`config.mk`:
```
export PLATFORM = sky130hd
export DESIGN_NAME = cbp_branch_unit
export DESIGN_NICKNAME = d
export VERILOG_FILES = /design/src/inc/cbp_pkg.sv /design/src/core/cbp_branch_unit.sv /design/src/core/cbp_front_pipe.sv /design/src/core/cbp_shadow_slot.sv
export SDC_FILE = /design/constraint.sdc
export NUM_CORES = 1
export LEC_CHECK = 0
export ABC_CLOCK_PERIOD_IN_PS = 4500
export BUFFER_PORTS_ARGS = -buffer_cell sky130_fd_sc_hd__buf_4
export CELL_PAD_IN_SITES_DETAIL_PLACEMENT = 2
export CELL_PAD_IN_SITES_GLOBAL_PLACEMENT = 2
export CORE_MARGIN = 1
export CORE_UTILIZATION = 34
export CTS_BUF_LIST = sky130_fd_sc_hd__clkbuf_16
export CTS_CLUSTER_SIZE = 20
export DETAILED_ROUTE_END_ITERATION = 8
export PLACE_DENSITY_LB_ADDON = 0.1
export SLEW_MARGIN = 20
export SYNTH_ARGS = -nofsm -noshare
export SYNTH_HDL_FRONTEND = slang
export SYNTH_HIERARCHICAL = 1
export SYNTH_SLANG_ARGS = --single-unit
```
`constraint.sdc`:
```
create_clock -name pclk -period 4.5 [get_ports pclk]
set_input_delay 1.35 -clock pclk [delete_from_list [all_inputs] [get_ports pclk]]
set_output_delay 1.35 -clock pclk [all_outputs]
set_load 0.03 [all_outputs]
```
`src/inc/cbp_pkg.sv`:
```
// conditional-branch pipeline timing: shared constants and types
// assumes a single core clock and 32-bit apb register access
`default_nettype none

package cbp_pkg;

  // ********************************
  // widths and structure
  // ********************************
  localparam int unsigned DATA_W       = 32;
  localparam int unsigned ADDR_W       = 8;
  localparam int unsigned CR_SEL_W     = 5;
  localparam int unsigned FRONT_STAGES = 3;   // fetch arb, cache access, dispatch/exec/predict

  // ********************************
  // register map (byte addresses)
  // ********************************
  localparam logic [ADDR_W-1:0] CTRL_OFS   = 8'h00;
  localparam logic [ADDR_W-1:0] STATUS_OFS = 8'h04;
  localparam logic [ADDR_W-1:0] LINK_OFS   = 8'h08;
  localparam logic [ADDR_W-1:0] COUNT_OFS  = 8'h0c;

  // ********************************
  // fields and reset values
  // ********************************
  localparam int unsigned CTRL_EN_BIT  = 0;
  localparam int unsigned ST_MR_BIT    = 0;
  localparam int unsigned ST_SLOT0_BIT = 1;
  localparam int unsigned ST_SLOT1_BIT = 2;
  localparam int unsigned ST_FRONT_LSB = 3;
  localparam logic              CTRL_EN_RST = 1'b1;
  localparam logic [DATA_W-1:0] LINK_RST    = 32'h0000_0000;
  localparam logic [DATA_W-1:0] COUNT_RST   = 32'h0000_0000;
  localparam logic [DATA_W-1:0] TGT_MASK    = 32'hffff_fffc;

  // ********************************
  // types
  // ********************************
  typedef enum logic [1:0] {
    TGT_IMM,
    TGT_LINK,
    TGT_COUNT
  } cbp_tgt_t;

  typedef enum logic {
    MR_IDLE,
    MR_WAIT
  } cbp_mr_t;

endpackage : cbp_pkg

`default_nettype wire

```
`src/core/cbp_branch_unit.sv`:
```
// branch unit timing and resource locking for conditional branches
// assumes fetcher, tag completion and condition register on pclk
//
// The APB interface to the registers and the placing of the registers were decided locally.
`default_nettype none

// Behaviour
// - only branches updating count or link pass through writeback
// - writeback waits for tag completion before link/count update
// - tag done before resolution: leave writeback, stay in recovery
// - resolved condition: read condition register in combined dispatch cycle
// - condition register read on last recovery cycle ends recovery
// - link bit: return address into shadow, copied to link at writeback
// - linking branch holds one of two shadows, dispatch to writeback+1
// - target fetch arbitration in dispatch/execute cycle only when taken
// - branch to link uses newest pending shadow link value
// - branch to count forwards pending decremented count values
// - decrement: count read at dispatch, written only at writeback
// - at most one unresolved predicted branch; others stall
module cbp_branch_unit
  import cbp_pkg::*;
(
  // clock and reset
  input  wire logic                pclk,
  input  wire logic                presetn,
  // apb slave
  input  wire logic                psel,
  input  wire logic                penable,
  input  wire logic                pwrite,
  input  wire logic [ADDR_W-1:0]   paddr,
  input  wire logic [DATA_W-1:0]   pwdata,
  output logic [DATA_W-1:0]        prdata,
  output logic                     pready,
  output logic                     pslverr,
  // branch request from fetcher
  input  wire logic                br_valid,
  input  wire logic [1:0]          br_target_kind,
  input  wire logic                br_link_bit,
  input  wire logic                br_dec_ctr,
  input  wire logic                br_ctr_zero_sense,
  input  wire logic                br_cond_dep,
  input  wire logic [CR_SEL_W-1:0] br_cr_sel,
  input  wire logic                br_cr_sense,
  input  wire logic                br_pred_taken,
  input  wire logic [DATA_W-1:0]   br_ret_addr,
  input  wire logic [DATA_W-1:0]   br_imm_target,
  output logic                     br_ready,
  // integer pipeline and condition register
  input  wire logic                tag_done,
  input  wire logic                cr_resolved,
  input  wire logic [DATA_W-1:0]   condition_register,
  // fetch and recovery
  output logic                     fetch_req,
  output logic [DATA_W-1:0]        fetch_addr,
  output logic                     mispredict,
  output logic [DATA_W-1:0]        recovery_addr,
  // stage and architected state
  output logic [FRONT_STAGES-1:0]  front_stage,
  output logic                     mispredict_recovery_stage,
  output logic                     branch_writeback_stage,
  output logic [DATA_W-1:0]        link_register,
  output logic [DATA_W-1:0]        count_register
);

  // ********************************
  // state
  // ********************************
  logic              en_q, en_d, ready_q, ready_d;
  logic [DATA_W-1:0] rdata_q, rdata_d;
  logic              pready_q, pready_d, perr_q, perr_d;
  cbp_tgt_t          kind_q, kind_d;
  logic              link_q, link_d, dec_q, dec_d, zs_q, zs_d, cond_q, cond_d;
  logic [CR_SEL_W-1:0] sel_q, sel_d;
  logic              sense_q, sense_d, pred_q, pred_d;
  logic [DATA_W-1:0] ret_q, ret_d, imm_q, imm_d;
  cbp_mr_t           mr_q, mr_d;
  logic              mr_pred_q, mr_pred_d;
  logic [CR_SEL_W-1:0] mr_sel_q, mr_sel_d;
  logic              mr_sense_q, mr_sense_d, mr_ctr_ok_q, mr_ctr_ok_d;
  logic [DATA_W-1:0] mr_alt_q, mr_alt_d;
  logic              freq_q, freq_d, misp_q, misp_d, wb_q, wb_d;
  logic [DATA_W-1:0] faddr_q, faddr_d, raddr_q, raddr_d;
  logic [DATA_W-1:0] lr_q, lr_d, ctr_q, ctr_d;
  logic              old_q, old_d;
  logic [FRONT_STAGES-1:0] stage_q;

  // ********************************
  // combinational helpers
  // ********************************
  logic              accept, dx, alloc, alloc_sel, retire, need_wb;
  logic              taken, ctr_ok, cr_ok, cr_bit;
  logic [DATA_W-1:0] la_lr, la_ctr, new_ctr, tgt;
  logic [1:0]        s_valid, s_busy, s_link, s_dec, s_alloc, s_retire;
  logic [DATA_W-1:0] s_lr [2];
  logic [DATA_W-1:0] s_ctr [2];

  assign accept = br_valid & ready_q;
  assign dx     = stage_q[FRONT_STAGES-1];

  // ********************************
  // front stages and shadow slots
  // ********************************
  cbp_front_pipe #(.STAGES(FRONT_STAGES)) u_front (
    .pclk    (pclk),
    .presetn (presetn),
    .enter   (accept),
    .stage_q (stage_q)
  );

  for (genvar i = 0; i < 2; i++) begin : g_slot
    cbp_shadow_slot #(.W(DATA_W)) u_slot (
      .pclk       (pclk),
      .presetn    (presetn),
      .alloc      (s_alloc[i]),
      .alloc_link (link_q),
      .alloc_dec  (dec_q),
      .alloc_lr   (ret_q),
      .alloc_ctr  (new_ctr),
      .retire     (s_retire[i]),
      .valid_q    (s_valid[i]),
      .busy       (s_busy[i]),
      .link_q     (s_link[i]),
      .dec_q      (s_dec[i]),
      .lr_q       (s_lr[i]),
      .ctr_q      (s_ctr[i])
    );
  end

  // ********************************
  // look-ahead, condition and dispatch
  // ********************************
  always_comb begin
    la_lr = lr_q;
    if (s_valid[old_q] && s_link[old_q]) la_lr = s_lr[old_q];
    if (s_valid[~old_q] && s_link[~old_q]) la_lr = s_lr[~old_q];
    la_ctr = ctr_q;
    if (s_valid[old_q] && s_dec[old_q]) la_ctr = s_ctr[old_q];
    if (s_valid[~old_q] && s_dec[~old_q]) la_ctr = s_ctr[~old_q];
    new_ctr = dec_q ? la_ctr - 32'h0000_0001 : la_ctr;
    ctr_ok  = !dec_q || ((new_ctr != 32'h0000_0000) ^ zs_q);
    cr_bit  = condition_register[sel_q];
    cr_ok   = !cond_q || (cr_bit == sense_q);
    case (kind_q)
      TGT_LINK:  tgt = la_lr & TGT_MASK;
      TGT_COUNT: tgt = la_ctr & TGT_MASK;
      default:   tgt = imm_q;
    endcase
    taken     = (cond_q && !cr_resolved) ? pred_q : (ctr_ok && cr_ok);
    need_wb   = link_q | dec_q;
    alloc     = dx & need_wb;
    alloc_sel = s_busy[0];
    s_alloc   = alloc ? (alloc_sel ? 2'b10 : 2'b01) : 2'b00;
    retire    = tag_done & s_valid[old_q];
    s_retire  = retire ? (old_q ? 2'b10 : 2'b01) : 2'b00;
  end

  // ********************************
  // branch sequencing
  // ********************************
  always_comb begin
    kind_d = kind_q; link_d = link_q; dec_d = dec_q; zs_d = zs_q;
    cond_d = cond_q; sel_d = sel_q; sense_d = sense_q; pred_d = pred_q;
    ret_d = ret_q; imm_d = imm_q;
    mr_d = mr_q; mr_pred_d = mr_pred_q; mr_sel_d = mr_sel_q;
    mr_sense_d = mr_sense_q; mr_ctr_ok_d = mr_ctr_ok_q;
    mr_alt_d = mr_alt_q;
    freq_d = 1'b0; faddr_d = faddr_q; misp_d = 1'b0; raddr_d = raddr_q;
    wb_d = retire; lr_d = lr_q; ctr_d = ctr_q; old_d = old_q;
    if (accept) begin
      kind_d = cbp_tgt_t'(br_target_kind); link_d = br_link_bit;
      dec_d = br_dec_ctr; zs_d = br_ctr_zero_sense; cond_d = br_cond_dep;
      sel_d = br_cr_sel; sense_d = br_cr_sense; pred_d = br_pred_taken;
      ret_d = br_ret_addr; imm_d = br_imm_target;
    end
    if (dx) begin
      if (taken) begin
        freq_d  = 1'b1;
        faddr_d = tgt;
      end
      if (cond_q && !cr_resolved) begin
        mr_d        = MR_WAIT;
        mr_pred_d   = pred_q;
        mr_sel_d    = sel_q;
        mr_sense_d  = sense_q;
        mr_ctr_ok_d = ctr_ok;
        mr_alt_d    = pred_q ? ret_q : tgt;
      end
    end
    case (mr_q)
      MR_WAIT: begin
        if (cr_resolved) begin
          mr_d = MR_IDLE;
          if ((mr_ctr_ok_q && (condition_register[mr_sel_q] == mr_sense_q))
              != mr_pred_q) begin
            misp_d  = 1'b1;
            raddr_d = mr_alt_q;
          end
        end
      end
      default: mr_d = mr_d;
    endcase
    if (retire) begin
      if (s_link[old_q]) lr_d = s_lr[old_q];
      if (s_dec[old_q]) ctr_d = s_ctr[old_q];
      old_d = ~old_q;
    end else if (alloc && !s_valid[0] && !s_valid[1]) begin
      old_d = alloc_sel;
    end
  end

  // ********************************
  // apb slave and readiness
  // ********************************
  always_comb begin
    en_d = en_q; rdata_d = rdata_q; pready_d = 1'b0; perr_d = 1'b0;
    if (psel && !penable) begin
      pready_d = 1'b1;
      rdata_d  = 32'h0000_0000;
      case (paddr)
        CTRL_OFS:   rdata_d[CTRL_EN_BIT] = en_q;
        STATUS_OFS: begin
          rdata_d[ST_MR_BIT]    = (mr_q == MR_WAIT);
          rdata_d[ST_SLOT0_BIT] = s_busy[0];
          rdata_d[ST_SLOT1_BIT] = s_busy[1];
          rdata_d[ST_FRONT_LSB +: FRONT_STAGES] = stage_q;
        end
        LINK_OFS:   rdata_d = lr_q;
        COUNT_OFS:  rdata_d = ctr_q;
        default:    perr_d = 1'b1;
      endcase
    end
    if (psel && penable && pready_q && pwrite && paddr == CTRL_OFS) begin
      en_d = pwdata[CTRL_EN_BIT];
    end
    ready_d = en_q && !accept && !(|stage_q[FRONT_STAGES-2:0])
              && (mr_d == MR_IDLE)
              && ((!s_busy[0] && !s_alloc[0]) || (!s_busy[1] && !s_alloc[1]));
  end

  always_ff @(posedge pclk or negedge presetn) begin
    if (!presetn) begin
      en_q <= CTRL_EN_RST; ready_q <= 1'b0; rdata_q <= '0;
      pready_q <= 1'b0; perr_q <= 1'b0;
      kind_q <= TGT_IMM; link_q <= 1'b0; dec_q <= 1'b0; zs_q <= 1'b0;
      cond_q <= 1'b0; sel_q <= '0; sense_q <= 1'b0; pred_q <= 1'b0;
      ret_q <= '0; imm_q <= '0;
      mr_q <= MR_IDLE; mr_pred_q <= 1'b0; mr_sel_q <= '0; mr_sense_q <= 1'b0;
      mr_ctr_ok_q <= 1'b0; mr_alt_q <= '0;
      freq_q <= 1'b0; faddr_q <= '0; misp_q <= 1'b0; raddr_q <= '0;
      wb_q <= 1'b0; lr_q <= LINK_RST; ctr_q <= COUNT_RST; old_q <= 1'b0;
    end else begin
      en_q <= en_d; ready_q <= ready_d; rdata_q <= rdata_d;
      pready_q <= pready_d; perr_q <= perr_d;
      kind_q <= kind_d; link_q <= link_d; dec_q <= dec_d; zs_q <= zs_d;
      cond_q <= cond_d; sel_q <= sel_d; sense_q <= sense_d; pred_q <= pred_d;
      ret_q <= ret_d; imm_q <= imm_d;
      mr_q <= mr_d; mr_pred_q <= mr_pred_d; mr_sel_q <= mr_sel_d;
      mr_sense_q <= mr_sense_d; mr_ctr_ok_q <= mr_ctr_ok_d;
      mr_alt_q <= mr_alt_d;
      freq_q <= freq_d; faddr_q <= faddr_d; misp_q <= misp_d; raddr_q <= raddr_d;
      wb_q <= wb_d; lr_q <= lr_d; ctr_q <= ctr_d; old_q <= old_d;
    end
  end

  // ********************************
  // outputs
  // ********************************
  assign prdata                    = rdata_q;
  assign pready                    = pready_q;
  assign pslverr                   = perr_q;
  assign br_ready                  = ready_q;
  assign fetch_req                 = freq_q;
  assign fetch_addr                = faddr_q;
  assign mispredict                = misp_q;
  assign recovery_addr             = raddr_q;
  assign front_stage               = stage_q;
  assign mispredict_recovery_stage = (mr_q == MR_WAIT);
  assign branch_writeback_stage    = wb_q;
  assign link_register             = lr_q;
  assign count_register            = ctr_q;
endmodule : cbp_branch_unit

`default_nettype wire

```
`src/core/cbp_front_pipe.sv`:
```
// one-hot walk of a branch through the fixed front stages
// assumes at most one branch enters while the pipe is empty
`default_nettype none

module cbp_front_pipe
  import cbp_pkg::*;
#(
  parameter int unsigned STAGES = FRONT_STAGES
) (
  // clock and reset
  input  wire logic              pclk,
  input  wire logic              presetn,
  // control
  input  wire logic              enter,
  // stage occupancy
  output logic [STAGES-1:0]      stage_q
);

  logic [STAGES-1:0] stage_d;

  // ********************************
  // one cycle per stage
  // ********************************
  always_comb begin
    stage_d = {stage_q[STAGES-2:0], enter};
  end

  always_ff @(posedge pclk or negedge presetn) begin
    if (!presetn) begin
      stage_q <= '0;
    end else begin
      stage_q <= stage_d;
    end
  end

endmodule : cbp_front_pipe

`default_nettype wire

```
`src/core/cbp_shadow_slot.sv`:
```
// one link shadow / writeback entry awaiting tag completion
// assumes alloc only when not busy and retire only when valid
`default_nettype none

module cbp_shadow_slot
  import cbp_pkg::*;
#(
  parameter int unsigned W = DATA_W
) (
  // clock and reset
  input  wire logic          pclk,
  input  wire logic          presetn,
  // fill and drain
  input  wire logic          alloc,
  input  wire logic          alloc_link,
  input  wire logic          alloc_dec,
  input  wire logic [W-1:0]  alloc_lr,
  input  wire logic [W-1:0]  alloc_ctr,
  input  wire logic          retire,
  // state
  output logic               valid_q,
  output logic               busy,
  output logic               link_q,
  output logic               dec_q,
  output logic [W-1:0]       lr_q,
  output logic [W-1:0]       ctr_q
);

  logic         valid_d;
  logic         rel_q;
  logic         rel_d;
  logic         link_d;
  logic         dec_d;
  logic [W-1:0] lr_d;
  logic [W-1:0] ctr_d;

  // ********************************
  // hold from dispatch to one cycle past writeback
  // ********************************
  always_comb begin
    valid_d = valid_q;
    rel_d   = 1'b0;
    link_d  = link_q;
    dec_d   = dec_q;
    lr_d    = lr_q;
    ctr_d   = ctr_q;
    if (alloc) begin
      valid_d = 1'b1;
      link_d  = alloc_link;
      dec_d   = alloc_dec;
      lr_d    = alloc_lr;
      ctr_d   = alloc_ctr;
    end else if (retire) begin
      valid_d = 1'b0;
      rel_d   = 1'b1;
    end
  end

  assign busy = valid_q | rel_q;

  always_ff @(posedge pclk or negedge presetn) begin
    if (!presetn) begin
      valid_q <= 1'b0;
      rel_q   <= 1'b0;
      link_q  <= 1'b0;
      dec_q   <= 1'b0;
      lr_q    <= '0;
      ctr_q   <= '0;
    end else begin
      valid_q <= valid_d;
      rel_q   <= rel_d;
      link_q  <= link_d;
      dec_q   <= dec_d;
      lr_q    <= lr_d;
      ctr_q   <= ctr_d;
    end
  end

endmodule : cbp_shadow_slot

`default_nettype wire

```
* Yosys cells after proc, flatten, opt, wreduce, memory -nomap -nowiden *
Index checks and enable logic that the tools add are counted.

operators by class
  eq/ne operators = 8
  reduce and logical (&&, ||, !) cells = 47
  add/subtract/negate cells = 1
  bitwise operators = 11
  mux-type cells = 65
  magnitude comparators = 6

operators by type and width
  kind                                                                   number
  32-bit two-way mux                                                     18
  32-bit case mux with 2 select lines                                    1
  26-bit case mux with 2 select lines                                    1
  1-bit two-way mux                                                      37
  32-bit nonzero test                                                    1
  32-bit by 1-bit subtractor with 32-bit output (second input constant)  1
  1-bit logical AND                                                      20
  8-bit by 4-bit == test with 1-bit output (second input constant)       2
  5-bit case mux with 3 select lines                                     1
  1-bit zero test                                                        12
  5-bit by 6-bit < comparator with 1-bit output (second input constant)  2
  1-bit binary-select mux with 5-bit select                              2
  8-bit by 3-bit == test with 1-bit output (second input constant)       1
  8-bit zero test                                                        1
  2-bit two-way mux                                                      4
  2-bit AND reduction                                                    4
  2-bit nonzero test                                                     3
  2-bit >= comparator (second input constant)                            2
  1-bit by 2-bit < comparator with 1-bit output (second input constant)  2
  1-bit inverter with 2-bit output                                       2
  1-bit case mux with 4 select lines                                     1
  4-bit OR reduction                                                     1
  1-bit AND                                                              3
  1-bit logical OR                                                       3
  other kinds (9)                                                        13

word-level totals
  input port bits = 157
  output and inout port bits = 170
  logic and storage cells = 180
  register bits = 425

* Depth between registers and ports, before layout *
Gate-level depths: netlist of the first run.

  word-level depth = 15
  depth in mapped cells = 18
  gate-level depth less buffers = 14

* By module *
Netlist of the first run, hierarchy kept.

by module, submodules not included
  module           sequential area each (sq um)  times used  area an instance (sq um)  cells an instance
  cbp_branch_unit  7158.1                        1           15623.7                   1480
  cbp_shadow_slot  1701.6                        2           2598.7                    146
  cbp_front_pipe   75.1                          1           75.1                      3

* Least setup slack after synthesis of the first run *
No wires, ideal clock.

  path kind = reg2reg
  start = register g_slot[1].u_slot.valid_q
  end = register faddr_q[10] (netlist: fetch_addr[10])
  stages on the path, launching flop included = 18
  library setup time = 0.125 ns
  slack = 0.060 ns
  arrival = 4.315 ns
  required time = 4.375 ns
  buffers on the path = 3
  clock period less this slack = 4.440 ns
  cell sequence = dfrtp_1 -> buf_2 -> and3b_4 -> o32ai_1 -> or2_2 -> clkbuf_1 -> ha_1 -> and2_1 -> o221ai_1 -> xnor2_1 -> nand3b_1 -> or4_1 -> or4_1 -> nor4b_2 -> xor2_1 -> a31oi_2 -> buf_6 -> mux2_4

between the ends
  longest elaborated chain between the ends = 13
  elaborated cells on any way between the ends = 21
  those cells by class = 1 x add/sub; 11 x mux; 1 x bitwise; 8 x reduce/logical

RTL lines
  what                                                  line                    RTL
  start: declaration                                    cbp_shadow_slot.sv:21   output logic valid_q,
  start signal: assignment                              cbp_shadow_slot.sv:70   valid_q <= valid_d;
  1-bit two-way mux (implied by the code) (2 in a row)  cbp_branch_unit.sv:137  if (s_valid[old_q] && s_dec[old_q]) la_ctr = s_ctr[old_q];
  1-bit logical AND                                     cbp_branch_unit.sv:137
  32-bit two-way mux                                    cbp_branch_unit.sv:137
  32-bit two-way mux (*)                                cbp_branch_unit.sv:138  if (s_valid[~old_q] && s_dec[~old_q]) la_ctr = s_ctr[~old_q];
  32-bit by 1-bit subtractor with 32-bit output         cbp_branch_unit.sv:139  new_ctr = dec_q ? la_ctr - 32'h0000_0001 : la_ctr;
  32-bit two-way mux (*)                                cbp_branch_unit.sv:139
  named net new_ctr[4]                                  cbp_branch_unit.sv:92   logic [DATA_W-1:0] la_lr, la_ctr, new_ctr, tgt;
  32-bit nonzero test (*)                               cbp_branch_unit.sv:140  ctr_ok = !dec_q || ((new_ctr != 32'h0000_0000) ^ zs_q);
  1-bit XOR (*)                                         cbp_branch_unit.sv:140
  1-bit logical OR (*)                                  cbp_branch_unit.sv:140
  1-bit logical AND (*)                                 cbp_branch_unit.sv:148  taken = (cond_q && !cr_resolved) ? pred_q : (ctr_ok && cr_ok);
  1-bit two-way mux (*)                                 cbp_branch_unit.sv:148
  2-bit AND reduction (no line) (*)                     --
  end signal: assignment                                cbp_branch_unit.sv:260  freq_q <= freq_d; faddr_q <= faddr_d; misp_q <= misp_d; raddr_q <= raddr_d;
  end: declaration                                      cbp_branch_unit.sv:82   logic [DATA_W-1:0] faddr_q, faddr_d, raddr_q, raddr_d;

The timed path passes the listed nets; every way through them passes the cells marked *. The select of a mux whose other input is x is not followed.
A chain may end at the register's enable or synchronous reset.

* Worst setup path in the final report of the first run *
  start = register g_slot[1].u_slot.dec_q
  end = register faddr_q[20] (netlist: fetch_addr[20])

between the ends
  longest elaborated chain between the ends = 13
  elaborated cells on any way between the ends = 17
  those cells by class = 1 x add/sub; 9 x mux; 1 x bitwise; 6 x reduce/logical

RTL lines
  what                                                  line                    RTL
  start: declaration                                    cbp_shadow_slot.sv:24   output logic dec_q,
  start signal: assignment                              cbp_shadow_slot.sv:66   dec_q <= 1'b0;
  start signal: assignment                              cbp_shadow_slot.sv:73   dec_q <= dec_d;
  1-bit two-way mux (implied by the code) (2 in a row)  cbp_branch_unit.sv:137
  1-bit logical AND                                     cbp_branch_unit.sv:137
  32-bit two-way mux                                    cbp_branch_unit.sv:137
  32-bit two-way mux (*)                                cbp_branch_unit.sv:138
  32-bit by 1-bit subtractor with 32-bit output         cbp_branch_unit.sv:139
  32-bit two-way mux (*)                                cbp_branch_unit.sv:139
  named net new_ctr[21]                                 cbp_branch_unit.sv:92
  32-bit nonzero test (*)                               cbp_branch_unit.sv:140
  1-bit XOR (*)                                         cbp_branch_unit.sv:140
  1-bit logical OR (*)                                  cbp_branch_unit.sv:140
  1-bit logical AND (*)                                 cbp_branch_unit.sv:148
  1-bit two-way mux (*)                                 cbp_branch_unit.sv:148
  2-bit AND reduction (no line) (*)                     --

Marked as above.

==> results of run 1 <==
## cell usage after synthesis, drive strengths merged (27+ instances only)
library cell	n	area share (%)
nand2	194	3.5
nor3	27	0.67
nor2	47	0.84
buf	42	1.4
clkbuf	92	1.7
o211a	29	1.4
mux2i	126	6.0
mux2	284	16
dfrtp	424	51
o221ai	33	1.4
o21ai	198	4.7
xnor2	28	1.2
o22ai	40	1.2
a21oi	38	0.91
## final timing paths
path	startpoint	endpoint
setup / recovery	g_slot[1].u_slot/dec_q$_DFFE_PN0P_	fetch_addr[20]$_DFFE_PN0P_
hold / removal	u_front/stage_q[0]$_DFF_PN0_	u_front/stage_q[1]$_DFF_PN0_
setup reg to reg	g_slot[1].u_slot/dec_q$_DFFE_PN0P_	fetch_addr[20]$_DFFE_PN0P_
hold reg to reg	u_front/stage_q[0]$_DFF_PN0_	u_front/stage_q[1]$_DFF_PN0_
max in group asynchronous	presetn	link_register[11]$_DFFE_PN0P_
min in group asynchronous	presetn	prdata[0]$_DFFE_PN0P_
## through the flow
| stage | std cells | cell area [sq um] | worst slack [ns] |
|---|---|---|---|
| floorplan | 1775 | 20900 | 0.0604 |
| global placement | 2870 | 24900 | -0.231 |
| detailed placement | 2870 | 24900 | -0.353 |
| CTS | 2969 | 26600 | 0.00302 |
| global route | 2977 | 26900 | -0.0619 |
| finish | 2978 | 26900 | 0.0309 |
## registers in the layout (all words and copies together), names as in the netlist, 2 cells and up
register               cells
imm_q                     32
kind_q                     2
recovery_addr             32
count_register            32
mr_sel_q                   5
g_slot.u_slot/link_q       2
g_slot.u_slot/rel_q        2
g_slot.u_slot/lr_q        64
link_register             32
g_slot.u_slot/dec_q        2
prdata                    32
g_slot.u_slot/valid_q      2
sel_q                      5
mr_alt_q                  32
g_slot.u_slot/ctr_q       64
ret_q                     32
u_front/stage_q            3
fetch_addr                32
## logic make-up after synthesis
family | after synthesis | share of synthesized area [%]
xor gates and xnor gates | 34 | 1.43
and+or+nand+nor | 344 | 7.50
adders and majority gates | 3 | 0.180
buffers and inverters | 144 | 3.21
AOI/OAI and AO/OA | 394 | 12.0
DFF | 425 | 50.9
muxes | 431 | 24.7
## cells in the final DEF (no fill, tap or decap), types with 33 or more instances in the layout
cell | Yosys | routed
buf_4 | 2 | 435
dfrtp_1 | 424 | 420
mux2_2 | 221 | 221
o21ai_0 | 198 | 198
nand2_1 | 193 | 188
mux2i_1 | 126 | 126
mux2_4 | 63 | 63
clkbuf_16 | 0 | 52
nor2_1 | 47 | 44
o22ai_1 | 40 | 38
a21oi_1 | 38 | 37
o221ai_1 | 33 | 33
## final cells by class
class                   count  area (sq um)
fillers                  6191         33700
inverters                  10          37.5
diodes                      2          5.00
clock inverters            43           280
clock buffers              52          1300
flip-flops and latches    425         10600
multi-input cells        1206          9970
repair buffers            458          3690
well taps                 782           978
## where the power goes
| group | switching (uW) | total [uW] | leakage, uW | internal, uW |
|---|---|---|---|---|
| Combinational | 274 | 497 | 0.00674 | 223 |
| Clock | 1710 | 3960 | 0.000821 | 2260 |
| Sequential | 43.5 | 3900 | 0.00587 | 3860 |
| Total | 2020 | 8360 | 0.0134 | 6340 |
## what timing repair did
item / CTS / global route
endpoints found under the setup margin: 33 / 32
resized for setup: 20 / 41
setup buffers: 4 / 7
endpoints found under the hold margin: 0 / 0
pin swaps: 7 / 7
## layer usage
metal	track usage (%)	vias to the layer above	wire length [microns]
li1	-	7263	-
met4	5.50	0	1330
met2	38.4	246	35300
met1	34.4	8464	36200
met5	0	-	0
met3	2.75	76	2140
==> impl_metrics.ini, run 1 <==
[status]
status = finished, final reports clean

[global_route]
grt_pass1_vias = 17800
grt_max_degree = 103
overflow = 0
grt_usage_pct = 23.9
grt_first_pass_wirelength_microns = 114000
grt_antenna_before_repair = 1

[clocking]
cts_tree = built
numCtsBuffers = 51
holdBufCountCts = 0
clk_pin_slew_ns = 0.06
clock_latency_ns = 0.61
clk_path_buf_depth = 3
clkSinkCount = 425
cts_root_buffer = clkbuf_16
htreeDepth = 2

[final_layout]
drive_gt1_share_pct = 42.1
area_delta_synth_final_pct = 28.8
fin_nets = 2312
final_core_util_pct = 44.4

[floorplan]
start_util_pct = 34.5
rows = 90
dieHeight_microns = 250
die_area_sq_mm = 0.0625
fp.coreArea_sq_mm = 0.0606
num_io_pins = 327
die_w_microns = 250

[synth]
ys_warn_count = 6
synth_edf_count = 0
ys_async_sr_fraction_pct = 100
ys_seq_area_share_pct = 50.9
synthesis.area_sq_mm = 0.0209
ys.flop_type = dfrtp_1
synthesis.nets = 1935
synthCells = 1775
synth-seq-cells = 425
synth_cell_type_count = 64
syn_area_per_cell_sq_um = 11.8

[drt]
drt_wl_total_microns = 75000
dr.pass1.iters = 5
routed_via_density = 5.39
vias = 16000
final_antenna_net_count = 0
first_iter_violations = 782
remaining_drc_errors = 0
wl_per_cell_microns = 25.2

[timing]
fin_tns_setup_ns = 0
hold_viol_final = 0
timing.fmax_mhz = 224
slew_viol_final = 0
period_share_pct = 99.3
holdWs_ns = 0.429
clock-skew-final_ns = 0.0277
worst_slew_pin_slew_ns = 1.03
maxSlewHeadroom_pct = 31.1
setup_viol = 0
rsz0062_at_grt = yes
fin_crit_ns = 4.47

[critical_path]
cp_top_family = simple AND/OR/NAND/NOR gates
reg2reg_slack_ns = 0.03
crit_required_ns = 4.97
cp.arrival_ns = 4.93
crit_path_cell_trace = and3b_4, buf_4, or2_4, o221a_1, nor4_1, buf_4, nand4_1, xnor2_2, or4_4, nor4b_4, buf_6, xor2_4, a31oi_4, buf_12, buf_16, mux2_4
critPathMaxFanout = 14
cp-start-kind = flip-flop
worstSetupPathType = flip-flop to flip-flop
reg2reg_depth = 16
crit_top_cell = buf_4
crit_path_top_delay_cell = or4_4
cp.depth = 16
cp_num_buf_inv = 5
critPathMaxStageDelay_ns = 0.57
endpoint_kind = flip-flop

[power_and_ir_drop]
power_uw = 8360
ir_worst_vdd_uv = 285
power_density_mw_per_mm2 = 311
p_leak_uw = 0.0134

[min_path]
hold_depth = 0
min_path_type = flip-flop to flip-flop

[place]
place.gp.congestion = 0.830
io_buffers = 295
dp_hpwl_microns = 53800

[run]
drv_cap = 0
(Power assumes the default switching activity.)
==> run 2: changes to the inputs <==
SETUP_SLACK_MARGIN = 0.2   (was not set)
==> impl_metrics.ini, run 2 (same netlist as run 1, synthesis figures left out) <==
[clocking]
cts_tree = built
clk_path_buf_depth = 3
numCtsBuffers = 50
holdBufCountCts = 0
clkSinkCount = 425
clock_latency_ns = 0.60
htreeDepth = 2
clk_pin_slew_ns = 0.06
cts_root_buffer = clkbuf_16

[min_path]
min_to = u_front/stage_q[1]$_DFF_PN0_
hold_depth = 0
min_path_type = flip-flop to flip-flop
worstHoldStart = u_front/stage_q[0]$_DFF_PN0_

[place]
dp_hpwl_microns = 52700
io_buffers = 295
place_inst = 2831
placed_area_sq_mm = 0.0245
place.gp.congestion = 0.843

[final_layout]
fin_area_sq_mm = 0.0269
final_core_util_pct = 44.4
fin_nets = 2296
reg.largest.list = g_slot.u_slot/ctr_q: 64 flops, g_slot.u_slot/lr_q: 64 flops
area_delta_synth_final_pct = 28.8
layout_common_cells = dfrtp_1, buf_4, mux2_2
layoutNonFillerInstCount = 2960
final_common_cell = dfrtp_1
drive_gt1_share_pct = 41.8
seqCellArea_sq_mm = 0.0106
multi_input_area_sq_mm = 0.0101
nFillCells = 6084

[floorplan]
start_util_pct = 34.5
die_w_microns = 250
die_area_sq_mm = 0.0625
num_io_pins = 327
fp.coreArea_sq_mm = 0.0606
dieHeight_microns = 250
rows = 90

[global_route]
overflow = 0
grt_antenna_before_repair = 8
grt_pass1_vias = 18100
grt_usage_pct = 24.2
grt_first_pass_wirelength_microns = 116000
grt_max_degree = 71

[critical_path]
crit_path_cell_trace = and3b_4, o32ai_4, or2_4, ha_4, and2_4, o221ai_4, xnor2_2, nand3b_1, or4_1, or4_4, nor4b_4, buf_6, xor2_4, a31oi_4, buf_12, clkbuf_16, mux2_4
cp.arrival_ns = 4.98
reg2reg_depth = 17
r2r_start = g_slot[1].u_slot/dec_q$_DFFE_PN0P_
crit_required_ns = 4.98
critPathMaxStageDelay_ns = 0.52
r2r-end = fetch_addr[10]$_DFFE_PN0P_
crit_path_top_delay_cell = or4_1
critPathMaxFanout = 8
endpoint_kind = flip-flop
cp-start-kind = flip-flop
reg2reg_slack_ns = 0.004
worstSetupPathType = flip-flop to flip-flop

[timing]
hold_viol_final = 0
rsz0062_at_grt = yes
worst_slew_pin_slew_ns = 0.950
period_share_pct = 99.9
clock-skew-final_ns = 0.0294
maxSlewHeadroom_pct = 36.7
timing.fmax_mhz = 222
slew_viol_final = 0
fin_crit_ns = 4.50
setup_viol = 0

[drt]
first_iter_violations = 758
dr_wl_met3_microns = 2670
wl_per_cell_microns = 25.9
highest_layer = met5
drt_wl_total_microns = 76600
remaining_drc_errors = 0
vias = 16200
dr.pass1.iters = 5
final_antenna_net_count = 0
wirelength_met1_microns = 36200
wl_met2_microns = 36000
routed_via_density = 5.46

[status]
status = finished, final reports clean

[run]
drv_cap = 0

[power_and_ir_drop]
p_leak_uw = 0.0134
power_density_mw_per_mm2 = 308
ir_worst_vdd_uv = 262
## run 2: per-layer routing
layer	up-vias	global-route usage, %
met5	-	0
met4	2	6.35
met3	91	2.99
met2	306	38.6
met1	8535	34.7
li1	7229	-
## run 2: where the power goes
group,switching [uW],total [uW],leakage [uW],internal [uW]
clock network,1700,3890,0.000804,2190
logic,278,506,0.00673,228
registers,44.4,3900,0.00587,3860
total,2030,8300,0.0134,6280
## run 2: final cells by class
type,instances,area share (%)
clock buffer,50,4.65
inverter,10,0.139
clock inverter,42,1.07
multi-input combinational,1206,37.4
antenna,2,0.0186
tap,782,3.63
timing repair buffer,443,13.5
sequential,425,39.5
## run 2: through the flow
step / setup slack (ns) / hold slack [ns] / TNS [ns] / total power, uW
3_5_place_dp: -0.140 / 0.428 / -3.28 / 4450
5_1_grt: -0.132 / 0.472 / -2.96 / 8610
2_1_floorplan: 0.216 / 0.444 / 0 / 4150
4_1_cts: 0.0744 / 0.434 / 0 / 8430
3_3_place_gp: -0.0989 / 0.426 / -2.45 / 4440
6_report: 0.00359 / 0.435 / 0 / 8300
## run 2: worst max-delay path by stage
stage	slack [ns]	cells past startpoint	endpoint	startpoint
CTS	0.07	17	fetch_addr[11]$_DFFE_PN0P_	old_q$_DFFE_PN0P_
global route	-0.13	15	fetch_addr[20]$_DFFE_PN0P_	g_slot[1].u_slot/valid_q$_DFFE_PN0P_
finish	0.004	17	fetch_addr[10]$_DFFE_PN0P_	g_slot[1].u_slot/dec_q$_DFFE_PN0P_
detailed placement	-0.14	15	fetch_addr[31]$_DFFE_PN0P_	g_slot[1].u_slot/valid_q$_DFFE_PN0P_
global placement	-0.1	14	fetch_addr[29]$_DFFE_PN0P_	g_slot[1].u_slot/valid_q$_DFFE_PN0P_
floorplan	0.22	17	fetch_addr[10]$_DFFE_PN0P_	g_slot[1].u_slot/valid_q$_DFFE_PN0P_
## run 2: worst max-delay path, delay by kind of cell, from the launching register on
family	cells	cell delay, ns
AND/OR/NAND/NOR	7	2.06
AO/OA/AOI/OAI	3	0.56
multiplexers	1	0.30
adder cells (fa/ha/maj)	1	0.14
buffers and inverters	3	0.52
XOR/XNOR	2	0.34
flip-flops	1	0.45
## run 2: repair_timing
item,4_1_cts,5_1_grt
setup endpoints to repair,33,35
endpoints found under the hold margin,0,0
gates cloned,0,2
setup buffers,27,6
pin swaps,5,7
gates resized for setup,47,55
